--- src/srpc_pkg.sv ---
// shared constants of the sync reference pulse control block
package srpc_pkg;
	// register indices; byte address is four times the index
	localparam logic [7:0] SRPC_IDX_MODE = 8'h47;
	localparam logic [7:0] SRPC_IDX_DIVC = 8'h48;
	localparam logic [7:0] SRPC_IDX_STEPL = 8'h49;
	localparam logic [7:0] SRPC_IDX_STEPH = 8'h4a;
	localparam logic [7:0] SRPC_IDX_CHD = 8'h4b;
	localparam logic [7:0] SRPC_IDX_IGN = 8'h3a;
	localparam logic [7:0] SRPC_IDX_PSYNC = 8'h40;
	localparam logic [7:0] SRPC_IDX_STAT = 8'h41;
	// field positions
	localparam int SRPC_PRE_LSB = 5;
	localparam int SRPC_PRE_W = 3;
	localparam int SRPC_BURST_BIT = 4;
	localparam int SRPC_EN_BIT = 3;
	localparam int SRPC_REP_BIT = 2;
	localparam int SRPC_DIV_W = 11;
	localparam int SRPC_STEP_W = 6;
	localparam int SRPC_STEP2_LSB = 6;
	localparam int SRPC_CNT_LSB = 12;
	localparam int SRPC_CNT_W = 4;
	localparam int SRPC_CHD_LSB = 6;
	localparam int SRPC_CHD_W = 5;
	localparam int SRPC_IGN_BIT = 15;
	localparam int SRPC_PSYNC_BIT = 0;
	localparam int SRPC_STAT_BUSY_BIT = 4;
	// writable bits per register
	localparam logic [15:0] SRPC_MASK_MODE = 16'h00fc;
	localparam logic [15:0] SRPC_MASK_DIVC = 16'h07ff;
	localparam logic [15:0] SRPC_MASK_STEPL = 16'h0fff;
	localparam logic [15:0] SRPC_MASK_STEPH = 16'hffff;
	localparam logic [15:0] SRPC_MASK_CHD = 16'h07c0;
	localparam logic [15:0] SRPC_MASK_IGN = 16'h8000;
	localparam logic [15:0] SRPC_MASK_PSYNC = 16'h0001;
	// reset values
	localparam logic [15:0] SRPC_RST_MODE = 16'h0080;
	localparam logic [15:0] SRPC_RST_DIVC = 16'h0001;
	localparam logic [15:0] SRPC_RST_STEPL = 16'h003f;
	localparam logic [15:0] SRPC_RST_STEPH = 16'h0000;
	localparam logic [15:0] SRPC_RST_CHD = 16'h0000;
	localparam logic [15:0] SRPC_RST_IGN = 16'h8000;
	localparam logic [15:0] SRPC_RST_PSYNC = 16'h0000;
endpackage : srpc_pkg

--- src/srpc_cfg_if.sv ---
`timescale 1ns/1ps
`default_nettype none
// configuration from the register bank to the pulse generator, status back
interface srpc_cfg_if;
	logic gen_enable; // pulse generation on
	logic repeater_mode_select; // request driven when high
	logic burst_on_request_enable; // master mode bursts on request
	logic [2:0] interp_input_prescaler; // prescaler ratio
	logic [10:0] pulse_freq_divider; // pulse frequency divider
	logic [3:0] burst_pulse_count; // pulses per burst
	logic ignore_input_pins; // request pin ignore
	logic phase_sync_enable; // phase sync in use
	logic [3:0] burst_left; // pulses still owed
	logic busy; // burst in progress
	modport ctrl (output gen_enable, repeater_mode_select, burst_on_request_enable, interp_input_prescaler,
		pulse_freq_divider, burst_pulse_count, ignore_input_pins, phase_sync_enable, input burst_left, busy);
	modport gen (input gen_enable, repeater_mode_select, burst_on_request_enable, interp_input_prescaler,
		pulse_freq_divider, burst_pulse_count, ignore_input_pins, phase_sync_enable, output burst_left, busy);
endinterface : srpc_cfg_if
`default_nettype wire

--- src/srpc_delay_line.sv ---
`timescale 1ns/1ps
`default_nettype none
// programmable delay of a one-cycle pulse, latency sel plus one cycle
module srpc_delay_line #(
	parameter int DEPTH = 256,
	parameter int SEL_W = 8
) (
	input wire logic pclk,
	input wire logic presetn,
	input wire logic ce,
	input wire logic pulse_in,
	input wire logic [SEL_W-1:0] sel,
	output logic pulse_out_q
);
	logic [DEPTH-1:0] sr_q; // history of the input
	logic tap; // selected history bit

	// zero delay bypasses the shift register
	assign tap = (sel == '0) ? pulse_in : sr_q[SEL_W'(sel - 1'b1)];

	// shift history; changing sel mid-flight may drop or double a pulse
	always_ff @(posedge pclk or negedge presetn) begin
		if (!presetn) begin
			sr_q <= '0;
		end else if (ce) begin
			sr_q <= {sr_q[DEPTH-2:0], pulse_in};
		end
	end

	// registered output
	always_ff @(posedge pclk or negedge presetn) begin
		if (!presetn) begin
			pulse_out_q <= 1'b0;
		end else if (ce) begin
			pulse_out_q <= tap;
		end
	end
endmodule : srpc_delay_line
`default_nettype wire

--- src/srpc_pulse_gen.sv ---
`timescale 1ns/1ps
`default_nettype none
// prescaler, frequency divider and burst logic of the pulse generator
module srpc_pulse_gen
	import srpc_pkg::*;
(
	input wire logic pclk,
	input wire logic presetn,
	input wire logic ce,
	input wire logic pulse_request_pin,
	srpc_cfg_if.gen cfg,
	output logic pulse_q
);
	logic req_prev_q; // last qualified request level
	logic [2:0] pre_cnt_q; // prescaler phase
	logic [10:0] div_cnt_q; // divider phase
	logic [3:0] left_q; // pulses still owed
	logic ignore; // pins masked
	logic req_eff; // qualified request
	logic rise; // request rising edge
	logic pre_tick; // prescaler wrap
	logic tick; // pulse slot
	logic burst_mode; // request driven generation
	logic [2:0] pre_lim; // prescaler terminal count
	logic [10:0] div_lim; // divider terminal count

	assign ignore = cfg.ignore_input_pins & ~cfg.phase_sync_enable;
	assign req_eff = pulse_request_pin & ~ignore;
	assign rise = req_eff & ~req_prev_q;
	// a ratio of zero is treated as one so the chain never stalls
	assign pre_lim = (cfg.interp_input_prescaler == 3'h0) ? 3'h0 : 3'(cfg.interp_input_prescaler - 3'h1);
	assign div_lim = (cfg.pulse_freq_divider == 11'h000) ? 11'h000 : 11'(cfg.pulse_freq_divider - 11'h001);
	// at or past the limit wraps at once, so lowering a ratio in flight never runs the 11-bit count round
	assign pre_tick = (pre_cnt_q >= pre_lim);
	assign tick = pre_tick & (div_cnt_q >= div_lim);
	assign burst_mode = cfg.repeater_mode_select | cfg.burst_on_request_enable;
	assign cfg.burst_left = left_q;
	assign cfg.busy = (left_q != 4'h0);

	// request edge history
	always_ff @(posedge pclk or negedge presetn) begin
		if (!presetn) begin
			req_prev_q <= 1'b0;
		end else if (ce) begin
			req_prev_q <= req_eff;
		end
	end

	// prescaler then divider; both hold at zero while disabled
	always_ff @(posedge pclk or negedge presetn) begin
		if (!presetn) begin
			pre_cnt_q <= 3'h0;
			div_cnt_q <= 11'h000;
		end else if (ce) begin
			if (!cfg.gen_enable) begin
				pre_cnt_q <= 3'h0;
				div_cnt_q <= 11'h000;
			end else if (pre_tick) begin
				pre_cnt_q <= 3'h0;
				div_cnt_q <= (div_cnt_q >= div_lim) ? 11'h000 : 11'(div_cnt_q + 11'h001);
			end else begin
				pre_cnt_q <= 3'(pre_cnt_q + 3'h1);
			end
		end
	end

	// burst bookkeeping; a new request restarts the burst
	always_ff @(posedge pclk or negedge presetn) begin
		if (!presetn) begin
			left_q <= 4'h0;
		end else if (ce) begin
			if (!cfg.gen_enable) begin
				left_q <= 4'h0;
			end else if (rise && burst_mode) begin
				left_q <= cfg.burst_pulse_count;
			end else if (tick && left_q != 4'h0) begin
				left_q <= 4'(left_q - 4'h1);
			end
		end
	end

	// pulse slot: continuous in plain master mode, else only while owed
	always_ff @(posedge pclk or negedge presetn) begin
		if (!presetn) begin
			pulse_q <= 1'b0;
		end else if (ce) begin
			pulse_q <= cfg.gen_enable & tick & (burst_mode ? (left_q != 4'h0) : 1'b1);
		end
	end
endmodule : srpc_pulse_gen
`default_nettype wire

--- src/srpc_top.sv ---
`timescale 1ns/1ps
`default_nettype none
// Notes on behaviour
// - three-bit interpolator prescaler, resets to four
// - master burst: counted pulses per request rise
// - repeater and burst bits clear: continuous master pulses
// - repeater bit set: pulses only on request
// - eleven-bit pulse frequency divider, resets to one
// - four six-bit delay steps, first resets ones
// - four-bit burst count, resets to zero
// - five-bit channel divider select, resets zero
// - ignore bit masks pins without phase sync
module srpc_top
	import srpc_pkg::*;
#(
	parameter int ADDR_W = 12,
	parameter int DELAY_DEPTH = 256
) (
	input wire logic pclk,
	input wire logic presetn,
	input wire logic ce,
	input wire logic psel,
	input wire logic penable,
	input wire logic pwrite,
	input wire logic [ADDR_W-1:0] paddr,
	input wire logic [31:0] pwdata,
	input wire logic [3:0] pstrb,
	output logic [31:0] prdata,
	output logic pready,
	output logic pslverr,
	input wire logic pulse_request_pin,
	output logic pulse_out,
	output logic [4:0] output_chain_divide_select
);
	////////////////////////////////////////////////////////////////////////
	// register state
	logic [15:0] mode_q; // prescaler, burst, enable, repeater
	logic [15:0] divc_q; // pulse frequency divider
	logic [15:0] stepl_q; // delay steps one and two
	logic [15:0] steph_q; // delay steps three, four, burst count
	logic [15:0] chd_q; // channel divider select
	logic [15:0] ign_q; // pin ignore
	logic [15:0] psync_q; // phase sync enable
	logic pready_q; // answer flag
	logic pslverr_q; // error answer
	logic [31:0] prdata_q; // read data
	logic access; // access phase cycle
	logic fire; // transfer completes this edge
	logic wr_fire; // write completes this edge
	logic [7:0] idx; // word index of paddr
	logic hit; // mapped index
	logic [15:0] rd_val; // selected read value
	logic gen_pulse; // undelayed pulse
	logic [7:0] delay_sel; // summed delay steps
	logic [15:0] stat_val; // live status word

	srpc_cfg_if cfg ();

	////////////////////////////////////////////////////////////////////////
	// helpers
	// merge the two low byte lanes; upper lanes have no storage
	function automatic logic [15:0] srpc_merge(input logic [15:0] old, input logic [31:0] wd,
		input logic [3:0] strb, input logic [15:0] mask);
		logic [15:0] v;
		v = old;
		if (strb[0]) begin
			v[7:0] = wd[7:0];
		end
		if (strb[1]) begin
			v[15:8] = wd[15:8];
		end
		return v & mask;
	endfunction : srpc_merge

	// write strobe for one register index
	function automatic logic srpc_wr_hit(input logic w, input logic [7:0] i, input logic [7:0] target);
		return w && (i == target);
	endfunction : srpc_wr_hit

	////////////////////////////////////////////////////////////////////////
	// bus decode
	assign access = psel & penable;
	assign fire = access & pready_q;
	assign wr_fire = fire & pwrite & ~pslverr_q;
	// low two address bits are ignored; bits above the index must be zero
	assign idx = paddr[9:2];
	assign stat_val = {11'h000, cfg.busy, cfg.burst_left};

	// read mux and address decode
	always_comb begin
		hit = 1'b1;
		rd_val = 16'h0000;
		if (paddr[ADDR_W-1:10] != '0) begin
			hit = 1'b0;
		end else begin
			unique case (idx)
				SRPC_IDX_MODE: rd_val = mode_q;
				SRPC_IDX_DIVC: rd_val = divc_q;
				SRPC_IDX_STEPL: rd_val = stepl_q;
				SRPC_IDX_STEPH: rd_val = steph_q;
				SRPC_IDX_CHD: rd_val = chd_q;
				SRPC_IDX_IGN: rd_val = ign_q;
				SRPC_IDX_PSYNC: rd_val = psync_q;
				SRPC_IDX_STAT: rd_val = stat_val;
				default: hit = 1'b0; // unmapped index
			endcase
		end
	end

	// one wait state: answer in the second access cycle, gives a full cycle for decode
	always_ff @(posedge pclk or negedge presetn) begin
		if (!presetn) begin
			pready_q <= 1'b0;
			pslverr_q <= 1'b0;
			prdata_q <= 32'h0000_0000;
		end else if (ce) begin
			if (access && !pready_q) begin
				pready_q <= 1'b1;
				pslverr_q <= ~hit;
				prdata_q <= (hit && !pwrite) ? {16'h0000, rd_val} : 32'h0000_0000;
			end else begin
				pready_q <= 1'b0;
				pslverr_q <= 1'b0;
			end
		end
	end

	////////////////////////////////////////////////////////////////////////
	// configuration registers, written at the completing edge only
	always_ff @(posedge pclk or negedge presetn) begin
		if (!presetn) begin
			mode_q <= SRPC_RST_MODE;
			divc_q <= SRPC_RST_DIVC;
		end else if (ce) begin
			if (srpc_wr_hit(wr_fire, idx, SRPC_IDX_MODE)) begin
				mode_q <= srpc_merge(mode_q, pwdata, pstrb, SRPC_MASK_MODE);
			end
			if (srpc_wr_hit(wr_fire, idx, SRPC_IDX_DIVC)) begin
				divc_q <= srpc_merge(divc_q, pwdata, pstrb, SRPC_MASK_DIVC);
			end
		end
	end

	// delay steps and burst count
	always_ff @(posedge pclk or negedge presetn) begin
		if (!presetn) begin
			stepl_q <= SRPC_RST_STEPL;
			steph_q <= SRPC_RST_STEPH;
		end else if (ce) begin
			if (srpc_wr_hit(wr_fire, idx, SRPC_IDX_STEPL)) begin
				stepl_q <= srpc_merge(stepl_q, pwdata, pstrb, SRPC_MASK_STEPL);
			end
			if (srpc_wr_hit(wr_fire, idx, SRPC_IDX_STEPH)) begin
				steph_q <= srpc_merge(steph_q, pwdata, pstrb, SRPC_MASK_STEPH);
			end
		end
	end

	// channel divider select, pin ignore, phase sync
	always_ff @(posedge pclk or negedge presetn) begin
		if (!presetn) begin
			chd_q <= SRPC_RST_CHD;
			ign_q <= SRPC_RST_IGN;
			psync_q <= SRPC_RST_PSYNC;
		end else if (ce) begin
			if (srpc_wr_hit(wr_fire, idx, SRPC_IDX_CHD)) begin
				chd_q <= srpc_merge(chd_q, pwdata, pstrb, SRPC_MASK_CHD);
			end
			if (srpc_wr_hit(wr_fire, idx, SRPC_IDX_IGN)) begin
				ign_q <= srpc_merge(ign_q, pwdata, pstrb, SRPC_MASK_IGN);
			end
			if (srpc_wr_hit(wr_fire, idx, SRPC_IDX_PSYNC)) begin
				psync_q <= srpc_merge(psync_q, pwdata, pstrb, SRPC_MASK_PSYNC);
			end
		end
	end

	////////////////////////////////////////////////////////////////////////
	// fields to the generator
	assign cfg.gen_enable = mode_q[SRPC_EN_BIT];
	assign cfg.repeater_mode_select = mode_q[SRPC_REP_BIT];
	assign cfg.burst_on_request_enable = mode_q[SRPC_BURST_BIT];
	assign cfg.interp_input_prescaler = mode_q[SRPC_PRE_LSB +: SRPC_PRE_W];
	assign cfg.pulse_freq_divider = divc_q[SRPC_DIV_W-1:0];
	assign cfg.burst_pulse_count = steph_q[SRPC_CNT_LSB +: SRPC_CNT_W];
	assign cfg.ignore_input_pins = ign_q[SRPC_IGN_BIT];
	assign cfg.phase_sync_enable = psync_q[SRPC_PSYNC_BIT];
	// total delay is the sum of the four steps
	assign delay_sel = 8'(stepl_q[SRPC_STEP_W-1:0]) + 8'(stepl_q[SRPC_STEP2_LSB +: SRPC_STEP_W])
		+ 8'(steph_q[SRPC_STEP_W-1:0]) + 8'(steph_q[SRPC_STEP2_LSB +: SRPC_STEP_W]);

	srpc_pulse_gen u_gen (
		.pclk(pclk),
		.presetn(presetn),
		.ce(ce),
		.pulse_request_pin(pulse_request_pin),
		.cfg(cfg.gen),
		.pulse_q(gen_pulse)
	);

	srpc_delay_line #(
		.DEPTH(DELAY_DEPTH),
		.SEL_W(8)
	) u_dly (
		.pclk(pclk),
		.presetn(presetn),
		.ce(ce),
		.pulse_in(gen_pulse),
		.sel(delay_sel),
		.pulse_out_q(pulse_out)
	);

	////////////////////////////////////////////////////////////////////////
	// outputs straight from flops
	assign prdata = prdata_q;
	assign pready = pready_q;
	assign pslverr = pslverr_q;
	assign output_chain_divide_select = chd_q[SRPC_CHD_LSB +: SRPC_CHD_W];
endmodule : srpc_top
`default_nettype wire

--- config.mk ---
export PLATFORM = sky130hd
export DESIGN_NAME = srpc_top
export DESIGN_NICKNAME = d
export VERILOG_FILES = /design/src/srpc_pkg.sv /design/src/srpc_cfg_if.sv /design/src/srpc_delay_line.sv /design/src/srpc_pulse_gen.sv /design/src/srpc_top.sv
export SDC_FILE = /design/constraint.sdc
export NUM_CORES = 1
export LEC_CHECK = 0
export BUFFER_PORTS_ARGS = -buffer_cell sky130_fd_sc_hd__buf_2
export CAP_MARGIN = 15
export CORE_ASPECT_RATIO = 0.6
export CORE_UTILIZATION = 45
export DETAILED_ROUTE_END_ITERATION = 8
export GPL_TIMING_DRIVEN = 0
export PLACE_DENSITY = 0.72
export SETUP_SLACK_MARGIN = 0.4
export SLEW_MARGIN = 20
export SYNTH_ARGS = -nofsm -noshare
export SYNTH_HDL_FRONTEND = slang
export SYNTH_HIERARCHICAL = 1
export SYNTH_SLANG_ARGS = --single-unit
--- constraint.sdc ---
create_clock -name pclk -period 8.3 [get_ports pclk]
set_input_delay 0.415 -clock pclk [delete_from_list [all_inputs] [get_ports pclk]]
set_output_delay 0.415 -clock pclk [all_outputs]
set_load 0.05 [all_outputs]
==> metrics.log <==
[metrics] worst-margin pin slew: 1.09 ns
[metrics] GRT Util Overall: 0.205
[metrics] largest net degree at the start of global routing: 99
[metrics] effective utilization at floorplan: 0.460
[metrics] floorplan die height: 155 um
[metrics] number of antenna-violating nets in the routed design: 0
[metrics] first-pass iteration count of the detailed router: 8
[metrics] CP cell instances: fa_1 > ha_1 > buf_4 > buf_4 > buf_2 > inv_2 > ha_1 > buf_2 > buf_2 > buf_1 > mux4_2 > mux2i_1 > a32oi_1 > nand3_1 > nand3_1 > a32oi_1 > o221ai_2
[metrics] peak fanout along the critical path: 11
[metrics] Reg-to-Reg Start: stepl_q[0]$_DFFE_PN1P_
[metrics] switching power share of the total: 0.226
[metrics] result of the run: complete, no violations
[metrics] proportion of synthesized flip-flops having asynchronous set or reset: 1.00
[metrics] boundary pin count: 95
[metrics] CTS sink count: 347
[metrics] initial antenna violation count: 0
[metrics] clock period minus worst slack: 5.55 ns
[metrics] R2R Path End: u_dly/pulse_out_q$_DFFE_PN0P_
[metrics] Hold Crit Start: pwdata[13]
[metrics] Hold Crit Depth: 2
[metrics] max frequency: 0.180 GHz
[metrics] power density normalized to cell area: 179 nW/um^2
[metrics] Rows: 55
[metrics] floorplan die area: 39,600 sq um
[metrics] leading post-synthesis cells by cell area: sky130_fd_sc_hd__dfrtp_1 (48%), sky130_fd_sc_hd__mux2_2 (20%), sky130_fd_sc_hd__mux4_2 (7.7%), sky130_fd_sc_hd__nand2_1 (2.1%), sky130_fd_sc_hd__ha_1 (2.1%)
[metrics] leading cell types in the layout, fill and taps excluded: sky130_fd_sc_hd__dfrtp_1 (338), sky130_fd_sc_hd__mux2_2 (304), sky130_fd_sc_hd__nand2_1 (98)
[metrics] post-place setup slack: 2.79 ns
[metrics] root buffer selected by CTS: sky130_fd_sc_hd__clkbuf_16
[metrics] share of post-route cells with drive strength above 1: 0.380
[metrics] startpoint type of the worst setup path: flip-flop
[metrics] CP peak stage delay: 0.65 ns
[metrics] initial drt markers: 904
[metrics] diodes inserted: 0
[metrics] leakage power: 9.56 nW
[metrics] relative contribution of sequential cells to total power: 0.492
[metrics] Crit path required time: 8.69 ns
[metrics] Max clock buf depth: 3
[metrics] Avg Vias per Cell: 5.68
[metrics] DRC violations left: 0
[metrics] Int Power: 0.00272 W
[metrics] Worst-path clk slew: 0.06 ns
[metrics] I/O Buffers: 57
[metrics] cell type contributing the most total cell area after synthesis: sky130_fd_sc_hd__dfrtp_1
[metrics] Slew Viols, Final: 0
[metrics] Detailed Place HPWL: 28,800 um
[metrics] standard cell core area: 38,000 sq um
[metrics] part of the power in the clock network: 0.451
[metrics] total via count after detailed routing: 11,000
[metrics] fraction of power consumed by combinational cells: 0.057
[metrics] CTS tree: yes
[metrics] final worst slack: 2.75 ns
[metrics] Skew-Pair Late Insertion Delay: 0.52 ns
[metrics] number of distinct library cells after synthesis: 75
[metrics] EDFF count, synth: 0
[metrics] predominant post-synthesis flop cell: sky130_fd_sc_hd__dfrtp_1
[metrics] DR WL/cell: 20.6 um
[metrics] Yosys top cell area share: 0.484
[metrics] global-route wire length before repair: 64,000 um
[metrics] NetSw: 0.000794 W
[metrics] cell repeated most along the worst path: sky130_fd_sc_hd__buf_2
[metrics] net count reported at finish: 1,497
[metrics] clock buffers created by TritonCTS: 34
[metrics] via count of the first global-routing pass: 11,200
[metrics] count of yosys warnings during synthesis: 6
[metrics] hold crit path type: primary input to flip-flop
[metrics] worst-case hold path end point: steph_q[13]$_DFFE_PN0P_
[metrics] depth of the most critical reg-to-reg path: 17
[metrics] Layout Skew: 0.0121 ns
[metrics] per-instance average area after synthesis: 13.6 sq um
[metrics] Worst Path Arrival: 5.94 ns
[metrics] Final Hold Viols: 0
[metrics] overflow left after global routing: 0
[metrics] Layout Utilization: 0.518
[metrics] count of H-tree levels built during CTS: 2
[metrics] kind of critical path: flip-flop to flip-flop
[metrics] Setup crit end kind: flip-flop
[metrics] headroom to the max-slew limit: 0.267
[metrics] Die Width: 256 um
[metrics] RSZ-0062 raised after global routing: no
[metrics] FF+latch count, synth: 347
[metrics] setup TNS: 0 ns
[metrics] worst supply voltage drop on vdd: 0.148 mV
[metrics] gpl congestion: 0.950
[metrics] synthesized cell area: 17,500 sq um
[metrics] final count of negative-setup-slack endpoints: 0
[metrics] reg2reg setup slack: 2.75 ns
[metrics] area growth from synthesis to final layout: 12.7%
[metrics] max-cap check violation count: 0
[metrics] cell class contributing the biggest share of worst-path delay: buffers and inverters
[metrics] count of mapped cells out of synthesis: 1,289
[metrics] total buffers and inverters traversed by the critical path: 7
[metrics] ratio of final minimum period to clock period: 0.669
[metrics] final wirelength: 39,900 um
[metrics] CP max stage cell: sky130_fd_sc_hd__buf_1
[metrics] sequential element share of the synthesized area: 0.498
[metrics] commonest non-fill, non-tap cell in the layout: sky130_fd_sc_hd__dfrtp_1
## per-layer routing
metal  up-vias  GRT usage  share of wire
met5         -          0              0
met4         0     0.0319         0.0094
met3        43     0.0600          0.082
met2       303      0.269           0.40
met1      5759      0.333           0.51
li1       4905          -              -
## sequential cells by signal, indices dropped and copies added, names as in the netlist, 5 cells and up
name / flops
u_dly/sr_q: 256
prdata: 16
steph_q: 16
stepl_q: 12
divc_q: 11
u_gen/div_cnt_q: 11
mode_q: 6
chd_q: 5
## what timing repair did
action,4_1_cts,5_1_grt
gates resized for setup,0,0
setup buffers,0,0
endpoints found under the hold margin,63,0
hold buffers,1,0
## worst register-to-register path, delay by kind of cell, from the launching register on
kind                       cells  cell delay (ns)
buffers and inverters          7             2.38
DFF                            1             0.59
muxes                          2             0.60
AOI/OAI and AO/OA              3             0.53
and+or+nand+nor                2             0.28
adders and majority gates      3             1.05
## final cells by class
class / instances / area (sq um)
well taps: 513 / 642
plain buffers: 83 / 465
fillers: 3249 / 18300
inverters: 47 / 176
clock buffers: 54 / 1020
flip-flops and latches: 347 / 8690
clock inverters: 7 / 110
repair buffers: 61 / 388
multi-input cells: 827 / 8200
## logic make-up after synthesis
group           count (synthesis)  synth area share
compound gates                114            0.0463
xor+xnor                       18            0.0105
fa+ha+maj                      41            0.0345
buf+inv                       130            0.0367
flops                         347             0.498
mux                           405             0.306
other cells                     1          0.000215
simple gates                  233            0.0683
## synth_stat cells, types with 9 or more instances
cell / count
sky130_fd_sc_hd__xor2_1: 9
sky130_fd_sc_hd__nand3_1: 31
sky130_fd_sc_hd__a21oi_1: 13
sky130_fd_sc_hd__mux4_1: 9
sky130_fd_sc_hd__clkbuf_1: 42
sky130_fd_sc_hd__ha_1: 29
sky130_fd_sc_hd__inv_1: 46
sky130_fd_sc_hd__buf_2: 10
sky130_fd_sc_hd__o21ai_0: 37
sky130_fd_sc_hd__dfstp_2: 9
sky130_fd_sc_hd__dfrtp_1: 338
sky130_fd_sc_hd__nor2b_1: 10
sky130_fd_sc_hd__fa_1: 12
sky130_fd_sc_hd__nand2_1: 98
sky130_fd_sc_hd__and3_1: 10
sky130_fd_sc_hd__nor2_1: 24
sky130_fd_sc_hd__mux4_2: 60
sky130_fd_sc_hd__nor3_1: 11
sky130_fd_sc_hd__mux2_2: 304
sky130_fd_sc_hd__mux2i_1: 26
sky130_fd_sc_hd__buf_4: 21
## per-stage QoR
step	hold WS, ns	instances	instance area [sq um]	total power (W)
after floorplan	0.119	1304	17500	0.00187
after global placement	0.460	1874	18500	0.00195
after CTS	0.111	1939	19700	0.00355
after global routing	0.106	1939	19700	0.00364
after detailed placement	0.390	1877	18600	0.00196
final	0.126	1939	19700	0.00352
## power by group through the flow
stage          logic (W)  clock network [W]  registers (W)
2_1_floorplan   0.000115                  0        0.00176
3_3_place_gp    0.000188                  0        0.00176
3_5_place_dp    0.000197                  0        0.00176
4_1_cts         0.000200            0.00162        0.00173
5_1_grt         0.000216            0.00169        0.00173
6_report        0.000199            0.00159        0.00173
## worst max path at each step
stage	startpoint	depth (start not counted)	slack, ns	endpoint
6_report	stepl_q[0]$_DFFE_PN1P_	17	2.75	u_dly/pulse_out_q$_DFFE_PN0P_
4_1_cts	stepl_q[0]$_DFFE_PN1P_	17	2.73	u_dly/pulse_out_q$_DFFE_PN0P_
5_1_grt	stepl_q[0]$_DFFE_PN1P_	17	2.43	u_dly/pulse_out_q$_DFFE_PN0P_
3_5_place_dp	stepl_q[0]$_DFFE_PN1P_	17	2.79	u_dly/pulse_out_q$_DFFE_PN0P_
3_3_place_gp	presetn	1	0.28	u_dly/sr_q[87]$_DFFE_PN0P_
2_1_floorplan	stepl_q[0]$_DFFE_PN1P_	16	4.16	u_dly/pulse_out_q$_DFFE_PN0P_
No activity file was read; power rests on OpenSTA's default activity.
